File: src/pkg/fpv_cfg.svh
`ifndef FPV_CFG_SVH
`define FPV_CFG_SVH

`define FPV_OFS_FCR        8'h00
`define FPV_OFS_BSR1       8'h04
`define FPV_OFS_BSR2       8'h08
`define FPV_OFS_WOCR       8'h0c
`define FPV_OFS_STATUS     8'h10
`define FPV_OFS_IMASK      8'h14

`define FPV_FCR_PROG       0
`define FPV_FCR_ERASE      1
`define FPV_FCR_PVER       2
`define FPV_FCR_EVER       3
`define FPV_WOCR_SEL_HI    7
`define FPV_WOCR_SEL_LO    6

`define FPV_RST_FCR        4'h0
`define FPV_RST_BSR        8'h00
`define FPV_RST_WOCR       8'h08
`define FPV_BOOT_OVL       2'h3

`define FPV_CLK_NS         40
`define FPV_PWV_SETTLE_NS  4000
`define FPV_PWV_SETTLE_CYC \
    ((`FPV_PWV_SETTLE_NS + `FPV_CLK_NS - 1) / `FPV_CLK_NS)

`define FPV_OVL_RAM_BASE   16'hf800
`define FPV_OVL_VEC_END    16'h007f
`define FPV_OVL_ONE_LO     16'h0080
`define FPV_OVL_ONE_HI     16'h00ff
`define FPV_OVL_TWO_HI     16'h017f

`endif

File: src/pkg/fpv_pkg.sv
package fpv_pkg;

    typedef enum logic [3:0] {
        FPV_OP_IDLE  = 4'h1,
        FPV_OP_PROG  = 4'h2,
        FPV_OP_ERASE = 4'h4,
        FPV_OP_ABORT = 4'h8
    } fpv_op_e;

    typedef struct packed {
        fpv_op_e     op;
        logic [3:0]  fcr;
        logic [7:0]  bsr1;
        logic [7:0]  bsr2;
        logic [7:0]  wocr;
        logic        imask;
        logic        lock;
        logic        boot_pend;
        logic [6:0]  settle;
        logic        pready;
        logic        pslverr;
        logic [31:0] prdata;
        logic [15:0] prog_en;
        logic [15:0] erase_en;
        logic        pv;
        logic        ev;
        logic        pwv;
        logic        pwv_rdy;
        logic        rd_inv;
        logic        ovl_hit;
        logic [15:0] ovl_addr;
    } fpv_state_s;

endpackage

File: src/logic/fpv_overlay_map.sv
`timescale 1ns/1ns
`include "fpv_cfg.svh"

module fpv_overlay_map
(
    input  wire logic        sel_hi_i,
    input  wire logic        sel_lo_i,
    input  wire logic        vpp_ok_i,
    input  wire logic [15:0] cpu_addr_i,
    output logic             hit_o,
    output logic [15:0]      ram_addr_o
);

    // Every overlay window keeps the low address bits, so the RAM address
    // is always the same offset from the flash address.
    always_comb
    begin
        hit_o      = 1'b0;
        ram_addr_o = cpu_addr_i + `FPV_OVL_RAM_BASE;
        case ({sel_hi_i, sel_lo_i})
            2'b01:
            begin
                hit_o = (cpu_addr_i >= `FPV_OVL_ONE_LO) &&
                        (cpu_addr_i <= `FPV_OVL_ONE_HI);
            end
            2'b10:
            begin
                hit_o = (cpu_addr_i >= `FPV_OVL_ONE_LO) &&
                        (cpu_addr_i <= `FPV_OVL_TWO_HI);
            end
            2'b11:
            begin
                hit_o = vpp_ok_i &&
                        (cpu_addr_i <= `FPV_OVL_VEC_END);
            end
            default:
            begin
                hit_o = 1'b0;
            end
        endcase
    end

endmodule

File: src/logic/fpv_top.sv
`timescale 1ns/1ns
`include "fpv_cfg.svh"

module fpv_top
(
    input  wire logic        clock_i,
    input  wire logic        reset_n_i,
    input  wire logic        psel_i,
    input  wire logic        penable_i,
    input  wire logic        pwrite_i,
    input  wire logic [7:0]  paddr_i,
    input  wire logic [31:0] pwdata_i,
    output logic [31:0]      prdata_o,
    output logic             pready_o,
    output logic             pslverr_o,
    input  wire logic        vpp_ok_i,
    input  wire logic        standby_i,
    input  wire logic        boot_mode_i,
    input  wire logic        irq_i,
    input  wire logic        nmi_i,
    input  wire logic [15:0] cpu_addr_i,
    output logic [15:0]      prog_en_o,
    output logic [15:0]      erase_en_o,
    output logic             pv_mode_o,
    output logic             ev_mode_o,
    output logic             pwv_mode_o,
    output logic             pwv_ready_o,
    output logic             read_invalid_o,
    output logic             locked_o,
    output logic             ovl_hit_o,
    output logic [15:0]      ovl_addr_o
);

    // The count starts at one on the entry edge, so the full figure is used.
    localparam logic [6:0] SETTLE_MAX = 7'(`FPV_PWV_SETTLE_CYC);

    logic                rst_meta_r;
    logic                rst_sync_r;
    fpv_pkg::fpv_state_s s_r;
    fpv_pkg::fpv_state_s s_nxt;
    logic                hw_prot;
    logic                emu_prot;
    logic                allow;
    logic                int_evt;
    logic                setup;
    logic                wr;
    logic                map_hit;
    logic [15:0]         map_addr;
    logic [15:0]         blk_sel;

    // Gates one enable per block with its own select bit.
    function automatic logic [15:0] fpv_gate(input logic        on,
                                             input logic [15:0] sel);
        fpv_gate = on ? sel : 16'h0000;
    endfunction

    // Release is synchronised so every flop leaves reset on one edge.
    always_ff @(posedge clock_i or negedge reset_n_i)
    begin
        if (!reset_n_i)
        begin
            rst_meta_r <= 1'b0;
            rst_sync_r <= 1'b0;
        end
        else
        begin
            rst_meta_r <= 1'b1;
            rst_sync_r <= rst_meta_r;
        end
    end

    fpv_overlay_map u_map
    (
        .sel_hi_i   (s_r.wocr[`FPV_WOCR_SEL_HI]),
        .sel_lo_i   (s_r.wocr[`FPV_WOCR_SEL_LO]),
        .vpp_ok_i   (vpp_ok_i),
        .cpu_addr_i (cpu_addr_i),
        .hit_o      (map_hit),
        .ram_addr_o (map_addr)
    );

    always_comb
    begin
        s_nxt    = s_r;
        hw_prot  = !vpp_ok_i || standby_i;
        emu_prot = s_r.wocr[`FPV_WOCR_SEL_HI] ^
                   s_r.wocr[`FPV_WOCR_SEL_LO];
        allow    = !hw_prot && !emu_prot && !s_r.lock;
        int_evt  = nmi_i || (irq_i && !s_r.imask);
        setup    = psel_i && !penable_i;
        wr       = psel_i && penable_i && pwrite_i && s_r.pready;
        blk_sel  = {s_r.bsr2, s_r.bsr1};

        // The strap is read once, on the first edge after release.
        if (s_r.boot_pend)
        begin
            s_nxt.boot_pend = 1'b0;
            if (boot_mode_i)
            begin
                s_nxt.wocr[`FPV_WOCR_SEL_HI:`FPV_WOCR_SEL_LO] =
                    `FPV_BOOT_OVL;
                s_nxt.imask = 1'b1;
            end
        end

        s_nxt.pready  = 1'b0;
        s_nxt.pslverr = 1'b0;
        if (setup)
        begin
            s_nxt.pready = 1'b1;
            s_nxt.prdata = 32'h0000_0000;
            case (paddr_i)
                `FPV_OFS_FCR:
                begin
                    s_nxt.prdata = {28'h000_0000, s_r.fcr};
                end
                `FPV_OFS_BSR1:
                begin
                    s_nxt.prdata = {24'h00_0000, s_r.bsr1};
                end
                `FPV_OFS_BSR2:
                begin
                    s_nxt.prdata = {24'h00_0000, s_r.bsr2};
                end
                `FPV_OFS_WOCR:
                begin
                    s_nxt.prdata = {24'h00_0000, s_r.wocr};
                end
                `FPV_OFS_STATUS:
                begin
                    s_nxt.prdata = {21'h00_0000, s_r.op, s_r.pwv_rdy,
                                    s_r.pwv, s_r.lock, emu_prot,
                                    hw_prot, vpp_ok_i, s_r.rd_inv};
                end
                `FPV_OFS_IMASK:
                begin
                    s_nxt.prdata = {31'h0000_0000, s_r.imask};
                end
                default:
                begin
                    s_nxt.pslverr = 1'b1;
                end
            endcase
        end

        if (wr)
        begin
            case (paddr_i)
                `FPV_OFS_FCR:
                begin
                    s_nxt.fcr = pwdata_i[3:0];
                end
                `FPV_OFS_BSR1:
                begin
                    s_nxt.bsr1 = pwdata_i[7:0];
                end
                `FPV_OFS_BSR2:
                begin
                    s_nxt.bsr2 = pwdata_i[7:0];
                end
                `FPV_OFS_WOCR:
                begin
                    s_nxt.wocr = pwdata_i[7:0];
                end
                `FPV_OFS_IMASK:
                begin
                    s_nxt.imask = pwdata_i[0];
                end
                default:
                begin
                    s_nxt.imask = s_nxt.imask;
                end
            endcase
        end

        // Placed after the bus write so hardware protection wins over writes to FCR, BSR1 and BSR2.
        if (hw_prot)
        begin
            s_nxt.fcr  = `FPV_RST_FCR;
            s_nxt.bsr1 = `FPV_RST_BSR;
            s_nxt.bsr2 = `FPV_RST_BSR;
        end

        case (s_r.op)
            fpv_pkg::FPV_OP_IDLE:
            begin
                if (s_nxt.fcr[`FPV_FCR_PROG] && allow)
                begin
                    s_nxt.op = fpv_pkg::FPV_OP_PROG;
                end
                else if (s_nxt.fcr[`FPV_FCR_ERASE] && allow)
                begin
                    s_nxt.op = fpv_pkg::FPV_OP_ERASE;
                end
            end
            fpv_pkg::FPV_OP_PROG:
            begin
                if (int_evt)
                begin
                    s_nxt.op   = fpv_pkg::FPV_OP_ABORT;
                    s_nxt.lock = 1'b1;
                end
                else if (!s_nxt.fcr[`FPV_FCR_PROG] || !allow)
                begin
                    s_nxt.op = fpv_pkg::FPV_OP_IDLE;
                end
            end
            fpv_pkg::FPV_OP_ERASE:
            begin
                if (int_evt)
                begin
                    s_nxt.op   = fpv_pkg::FPV_OP_ABORT;
                    s_nxt.lock = 1'b1;
                end
                else if (!s_nxt.fcr[`FPV_FCR_ERASE] || !allow)
                begin
                    s_nxt.op = fpv_pkg::FPV_OP_IDLE;
                end
            end
            fpv_pkg::FPV_OP_ABORT:
            begin
                s_nxt.op = fpv_pkg::FPV_OP_ABORT;
            end
            default:
            begin
                s_nxt.op = fpv_pkg::FPV_OP_IDLE;
            end
        endcase

        // Enables follow the next state so they drop with the abort edge.
        s_nxt.prog_en  = fpv_gate(s_nxt.op == fpv_pkg::FPV_OP_PROG,
                                  blk_sel);
        s_nxt.erase_en = fpv_gate(s_nxt.op == fpv_pkg::FPV_OP_ERASE,
                                  blk_sel);

        s_nxt.pv  = s_nxt.fcr[`FPV_FCR_PVER] && !hw_prot;
        s_nxt.ev  = s_nxt.fcr[`FPV_FCR_EVER] && !hw_prot;
        s_nxt.pwv = (s_nxt.fcr == 4'h0) && !hw_prot;
        s_nxt.rd_inv = s_nxt.fcr[`FPV_FCR_PROG] ||
                       s_nxt.fcr[`FPV_FCR_ERASE];

        // Software still owns the wait; this flag only shows it is over.
        if (!s_nxt.pwv)
        begin
            s_nxt.settle = 7'h00;
        end
        else if (s_r.settle != SETTLE_MAX)
        begin
            s_nxt.settle = s_r.settle + 7'h01;
        end
        s_nxt.pwv_rdy = s_nxt.pwv && (s_r.settle == SETTLE_MAX);

        s_nxt.ovl_hit  = map_hit;
        s_nxt.ovl_addr = map_addr;
    end

    always_ff @(posedge clock_i or negedge rst_sync_r)
    begin
        if (!rst_sync_r)
        begin
            s_r.op        <= fpv_pkg::FPV_OP_IDLE;
            s_r.fcr       <= `FPV_RST_FCR;
            s_r.bsr1      <= `FPV_RST_BSR;
            s_r.bsr2      <= `FPV_RST_BSR;
            s_r.wocr      <= `FPV_RST_WOCR;
            s_r.imask     <= 1'b0;
            s_r.lock      <= 1'b0;
            s_r.boot_pend <= 1'b1;
            s_r.settle    <= 7'h00;
            s_r.pready    <= 1'b0;
            s_r.pslverr   <= 1'b0;
            s_r.prdata    <= 32'h0000_0000;
            s_r.prog_en   <= 16'h0000;
            s_r.erase_en  <= 16'h0000;
            s_r.pv        <= 1'b0;
            s_r.ev        <= 1'b0;
            s_r.pwv       <= 1'b0;
            s_r.pwv_rdy   <= 1'b0;
            s_r.rd_inv    <= 1'b0;
            s_r.ovl_hit   <= 1'b0;
            s_r.ovl_addr  <= 16'h0000;
        end
        else
        begin
            s_r <= s_nxt;
        end
    end

    assign prdata_o       = s_r.prdata;
    assign pready_o       = s_r.pready;
    assign pslverr_o      = s_r.pslverr;
    assign prog_en_o      = s_r.prog_en;
    assign erase_en_o     = s_r.erase_en;
    assign pv_mode_o      = s_r.pv;
    assign ev_mode_o      = s_r.ev;
    assign pwv_mode_o     = s_r.pwv;
    assign pwv_ready_o    = s_r.pwv_rdy;
    assign read_invalid_o = s_r.rd_inv;
    assign locked_o       = s_r.lock;
    assign ovl_hit_o      = s_r.ovl_hit;
    assign ovl_addr_o     = s_r.ovl_addr;

endmodule

File: config.mk
export PLATFORM = sky130hd
export DESIGN_NAME = fpv_top
export DESIGN_NICKNAME = d
export VERILOG_FILES = /design/src/pkg/fpv_pkg.sv /design/src/logic/fpv_overlay_map.sv /design/src/logic/fpv_top.sv
export VERILOG_INCLUDE_DIRS = /design/src /design/src/pkg
export SDC_FILE = /design/constraint.sdc
export NUM_CORES = 1
export LEC_CHECK = 0
export ABC_AREA = 1
export BUFFER_PORTS_ARGS = -buffer_cell sky130_fd_sc_hd__buf_2
export CAP_MARGIN = 20
export CORE_MARGIN = 5
export CORE_UTILIZATION = 56
export DETAILED_ROUTE_END_ITERATION = 10
export PLACE_DENSITY = 0.82
export SETUP_SLACK_MARGIN = 0.1
export SYNTH_ARGS = -nofsm -noshare
export SYNTH_HDL_FRONTEND = slang
export SYNTH_HIERARCHICAL = 1
export SYNTH_SLANG_ARGS = --single-unit
File: constraint.sdc
create_clock -name clock_i -period 5.76 [get_ports clock_i]
set_clock_uncertainty 0.1 [all_clocks]
set_input_delay 1.152 -clock clock_i [delete_from_list [all_inputs] [get_ports clock_i]]
set_output_delay 1.152 -clock clock_i [all_outputs]
set_load 0.03 [all_outputs]
==> results of run 1 <==
[area by class of cell]
| type | instances | area [um2] |
|---|---|---|
| timing repair buffer | 111 | 561 |
| tap | 129 | 161 |
| fill | 838 | 3710 |
| clock buffer | 10 | 128 |
| sequential | 109 | 2740 |
| inverter | 81 | 307 |
| multi-input combinational | 304 | 1620 |
| clock inverter | 6 | 56.3 |
[layer usage]
| layer | wire (um) | part of all wire |
|---|---|---|
| met1 | 4510 | 0.43 |
| met2 | 4960 | 0.47 |
| met3 | 903 | 0.086 |
| met4 | 178 | 0.017 |
| met5 | 0 | 0 |
[how the worst max path moves through the flow]
stage	startpoint	endpoint	slack, ns	cells past startpoint
after floorplan	rst_sync_r	blk_sel[0]	2.40	0
after global placement	psel_i	blk_sel[6]	2.50	8
after detailed placement	psel_i	blk_sel[6]	2.45	8
after CTS	psel_i	blk_sel[6]	2.85	8
after global routing	psel_i	blk_sel[5]	2.57	8
final	psel_i	blk_sel[6]	2.77	8
[synth_stat cells, types with 9 or more instances]
cell / n / area (um2)
inv_1: 72 / 270
nand3_1: 22 / 110
a21oi_1: 11 / 55.1
dfrtp_1: 106 / 2650
nor3_1: 9 / 45.0
o21ai_0: 36 / 180
nand2_1: 94 / 353
nor2_1: 39 / 146
buf_4: 92 / 691
a21oi_2: 10 / 87.6
[kinds of logic after synthesis]
group / after synthesis
xor gates and xnor gates: 8
AOI/OAI and AO/OA: 75
DFF: 109
and+or+nand+nor: 192
other: 2
buffers and inverters: 182
adders and majority gates: 6
[critical path, stage by stage]
cell and delay (ns):
buf_2 0.08, inv_1 0.06, nor3_4 0.60, inv_1 0.29
o21ai_1 0.59, inv_1 0.18, nand2_1 0.10, o21ai_0 0.08
[stage by stage]
| step | hold WS, ns | worst slack [ns] | cell area, um2 |
|---|---|---|---|
| CTS | 0.203 | 2.85 | 5570 |
| finish | 0.178 | 2.77 | 5570 |
| global placement | 0.186 | 2.50 | 5390 |
| floorplan | 0.231 | 2.40 | 5410 |
| detailed placement | 0.194 | 2.45 | 5390 |
| global route | 0.230 | 2.57 | 5570 |
[registers in the layout, summed over array words and instances, names as in the netlist]
signal	cells
s_r	24
blk_sel	16
erase_en_o	16
ovl_addr_o	16
prog_en_o	16
prdata_o	11
ev_mode_o	1
locked_o	1
ovl_hit_o	1
pready_o	1
pslverr_o	1
pwv_mode_o	1
pwv_ready_o	1
read_invalid_o	1
rst_meta_r	1
rst_sync_r	1
[power by group through the flow]
stage	sequential, mW	clock, mW	combinational, mW
after floorplan	0.807	0	0.0903
after global placement	0.799	0	0.107
after detailed placement	0.799	0	0.109
after CTS	0.784	0.445	0.110
after global routing	0.786	0.480	0.120
final	0.784	0.434	0.109
==> key figures, run 1 <==
Clocking
  • Clock slew at reported path FFs: 0.11 ns
  • Number of gates resized after CTS: 0
  • CTS Buffer Depth: 2
  • Post-CTS Hold Fix Bufs: 0
  • Num Clock Sinks: 109
  • Num CTS Buffers: 9
  • # Post-CTS Setup Buffers: 0
  • Clk_lat worst skew: 0.37 ns
  • Clock Root Buffer: clkbuf_8
  • CTS tree: built
  • Htree depth: 3

Global routing
  • GRT overflow: 0
  • GRT met3 Usage: 0.0462
  • GRT met1 Usage: 0.260
  • Initial antenna violation count: 0
  • Met2 usage: 0.305
  • Gr busiest metal: met2
  • GRT Overall Usage: 0.192
  • Pin count of the biggest net entering global routing: 73
  • Vias in the first global route: 3605
  • Global-route wire length before repair: 17500 um

Critical path
  • Largest fanout on the critical path: 12
  • FF-to-FF setup slack: 3.31 ns
  • Critical Path Start Type: input pin
  • WS Path Type: in2reg
  • Reg2reg start: pready_o
  • CP arrival: 3.13 ns
  • Critical Path RT: 5.90 ns
  • Reg2reg end: blk_sel[6]
  • FF-to-FF path depth: 7
  • Critical Path End Type: flip-flop

Power and ir drop
  • Worst vdd rail ir drop: 0.154 mV
  • Sw Ratio: 0.270
  • Gate power share: 0.082
  • Leakage power: 2.98 nW
  • Power Total: 1.33 mW
  • Clock power frac: 0.327
  • Seq pwr share: 0.591
  • PwrDens: 238 nW/um2
  • P_sw: 0.357 mW
  • Internal: 0.969 mW

STA
  • Slew headroom: 0.422
  • RSZ-0062 raised after global routing: no
  • Max Clock Freq: 334 MHz
  • Post-route minimum period: 2.99 ns
  • Final Max Tran Viols: 0
  • # setup viols final: 0
  • Final setup TNS: 0 ns
  • Final hold vios: 0
  • Final period util: 0.519
  • Least-Margin Pin Slew: 0.864 ns

Synthesis
  • Synthesized area: 5330 um2
  • Adder-cell share of the synthesized area: 0.0141
  • Syn avg cell area: 9.29 um2
  • Sequential element share of the synthesized area: 0.512
  • Library cells used by synthesis: 39
  • Mux share of post-synthesis cell area: 0
  • Syn Inst Count: 574
  • EDFF count, synth: 0
  • Number of synthesized register bits: 109
  • Post-synthesis async set-or-reset flop share: 1.00
  • Main synth FF type: dfrtp_1
  • Simple-Gate Fraction of Synth Area: 0.178
  • Compound-Gate Fraction of Synth Area: 0.0833
  • Synth warn: 6
  • Xor/xnor cell area share of the yosys netlist: 0.0131
  • Largest family of logic cells by synthesized area: buffers and inverters

Placement
  • PortBufs: 109
  • Dpl cells: 734
  • HPWL Detailed: 8080 um
  • GPL Wtd Cong: 0.868

Cells and area
  • Non-Filler Instances: 750
  • Most frequent cells in the layout: 109 x buf_2, 105 x dfrtp_1, 94 x nand2_1, 72 x inv_1, 39 x nor2_1
  • Final net count: 688
  • Core Util, Final: 0.600
  • Layout Area Growth over Synthesis: 4.48%
  • Commonest non-fill, non-tap cell in the layout: buf_2
  • Layout cells sized above 1: 0.275
  • ANT cells: 0

Floorplanning
  • Io pins: 155
  • Initial Util: 0.574
  • Die area: 11600 um2
  • Die Wd: 108 um
  • Rows: 35
  • Core Area: 9280 um2
  • Die height: 108 um

Route
  • Final WL: 10600 um
  • Via density: 4.90
  • Routed Antenna Nets: 0
  • Routed vias: 3674
  • Initial DRC count: 267
  • DRC Markers: 0
  • Post-DR wirelength/cell: 14.1 um
  • DRT Pass-1 Iters: 5

Worst hold path
  • Hold Path Class: reg2async

Outcome
  • Status: completed

Job
  • Max-cap violations: 0
Power figures use the tool's default switching activity.
==> inputs of run 2 (changes only) <==
CORE_UTILIZATION = 47   (was 56)
PLACE_DENSITY = 0.73   (was 0.82)
clock period = 2.6 ns   (was 5.76 ns; I/O delays follow)
==> key figures, run 2 (synthesized netlist as in run 1, its figures left out) <==
Cells and area
  • ANT cells: 0 (unchanged)
  • Non-Filler Instances: 767 (+2.3%)
  • Reg with most FFs: s_r
  • Final net count: 695 (+1.0%)
  • Max reg flops: 24 (unchanged)
  • Cell area after layout: 5780 um2 (+3.7%)
  • Commonest non-fill, non-tap cell in the layout: buf_2
  • Core Util, Final: 0.526 (-0.0743)
  • Most frequent cells in the layout: 109 x buf_2, 105 x dfrtp_1, 94 x nand2_1, 72 x inv_1, 39 x nor2_1
  • Layout Area Growth over Synthesis: 8.31%
  • Layout cells sized above 1: 0.282 (+0.00693)

Placement
  • HPWL Detailed: 8500 um (+5.2%)
  • GPL Wtd Cong: 0.862 (-0.69%)
  • DP Area: 5460 um2 (+1.3%)
  • Dpl cells: 751 (+2.3%)
  • PortBufs: 109 (unchanged)
  • Worst slack at placement: 0.468 ns (-1.99 ns)

Critical path
  • Largest fanout on the critical path: 17 (+5)
  • Reg2reg start: pready_o
  • Reg2reg end: prog_en_o[5]
  • Critical Path Start Type: flip-flop
  • Critical Path End Type: flip-flop
  • FF-to-FF setup slack: 0.74 ns (-2.57 ns)
  • WS Path Type: reg2reg
  • CP Launch Point: pready_o
  • FF-to-FF path depth: 8 (+1)
  • Critical Path RT: 2.76 ns (-3.14 ns)
  • CP arrival: 2.03 ns (-1.10 ns)

Power and ir drop
  • Power Total: 3.39 mW (+160%)
  • Leakage power: 3.07 nW (+3.3%)
  • Worst vdd rail ir drop: 0.299 mV (+95%)
  • PwrDens: 586 nW/um2 (+150%)

STA
  • Final period util: 0.717
  • RSZ-0062 raised after global routing: no
  • Final Max Tran Viols: 0 (unchanged)
  • Slew headroom: 0.613 (+0.191)
  • Least-Margin Pin Slew: 0.577 ns (-0.287 ns)
  • Final hold vios: 0 (unchanged)
  • Final WS setup: 0.735 ns (-2.03 ns)
  • Post-route minimum period: 1.86 ns
  • Worst hold slack: 0.178 ns (+0.000156 ns)
  • Final setup TNS: 0 ns (unchanged)
  • Max Clock Freq: 536 MHz
  • # setup viols final: 0 (unchanged)

Clocking
  • Num Clock Sinks: 109 (unchanged)
  • Number of gates resized after CTS: 0 (unchanged)
  • CTS tree: built
  • Clock Root Buffer: clkbuf_16
  • # Post-CTS Setup Buffers: 0 (unchanged)
  • CTS Buffer Depth: 2 (unchanged)
  • Clock slew at reported path FFs: 0.07 ns (-0.04 ns)
  • Num CTS Buffers: 9 (unchanged)
  • Post-CTS Hold Fix Bufs: 1 (+1)
  • Htree depth: 3 (unchanged)
  • Clk_lat worst skew: 0.34 ns (-0.03 ns)

Floorplanning
  • Die Wd: 117 um (+8.3%)
  • Io pins: 155 (unchanged)
  • Die area: 13600 um2 (+17%)
  • Rows: 38 (+8.6%)
  • Initial Util: 0.486 (-0.0889)
  • Die height: 117 um (+8.3%)
  • Core Area: 11000 um2 (+18%)

Route
  • Final WL: 11100 um (+5.1%)
  • Routed vias: 3696 (+0.60%)
  • Post-DR wirelength/cell: 14.5 um (+2.8%)
  • Via density: 4.82 (-1.6%)
  • DRC Markers: 0 (unchanged)
  • Initial DRC count: 335 (+25%)
  • Routed Antenna Nets: 0 (unchanged)
  • DRT Pass-1 Iters: 5 (unchanged)

Global routing
  • GRT Overall Usage: 0.168 (-0.0243)
  • Global-route wire length before repair: 17600 um (+0.67%)
  • Vias in the first global route: 3621 (+0.44%)
  • Pin count of the biggest net entering global routing: 45 (-38%)
  • GRT overflow: 0 (unchanged)
  • Initial antenna violation count: 0 (unchanged)

Worst hold path
  • Worst Hold Endpoint: ovl_addr_o[2]
  • Hold Crit Depth: 1
  • Worst Hold Launch: cpu_addr_i[2]
  • Hold Path Class: in2reg

Outcome
  • Status: completed

Job
  • Max-cap violations: 0 (unchanged)
## run 2: worst max-delay path by stage
stage	endpoint	slack, ns	cells after the start
floorplan	blk_sel[0]	0.68	0
global placement	prog_en_o[0]	0.49	9
detailed placement	prog_en_o[5]	0.47	9
CTS	prog_en_o[5]	0.72	8
global route	s_r[105]	0.58	6
finish	prog_en_o[5]	0.74	8
## run 2: cell type report
type / count / area, um2
Clock buffer: 10 / 239
Clock inverter: 5 / 67.6
Fill cell: 1012 / 5210
Inverter: 81 / 307
Multi-Input combinational cell: 304 / 1620
Sequential cell: 109 / 2740
Tap cell: 140 / 175
Timing Repair Buffer: 118 / 628
## run 2: power by group
group,switching (mW),internal (mW)
registers,0.0180,1.72
clock network,0.618,0.782
logic,0.185,0.0634
## run 2: metal layers
layer	GRT usage	share of wire	vias up	wire length, um
met5	0	0	-	0
met4	0.0472	0.015	0	161
met3	0.0461	0.090	16	998
met2	0.266	0.47	151	5240
met1	0.227	0.42	1758	4690
li1	-	-	1771	-
## run 2: critical path, stage by stage, from the launching register on
cell     delay [ns]
dfrtp_1        0.35
nand2_1        0.09
nor3_4         0.36
nand2_4        0.12
nand2_4        0.10
nand3_2        0.08
inv_2          0.10
nand3_4        0.23
a21oi_1        0.25
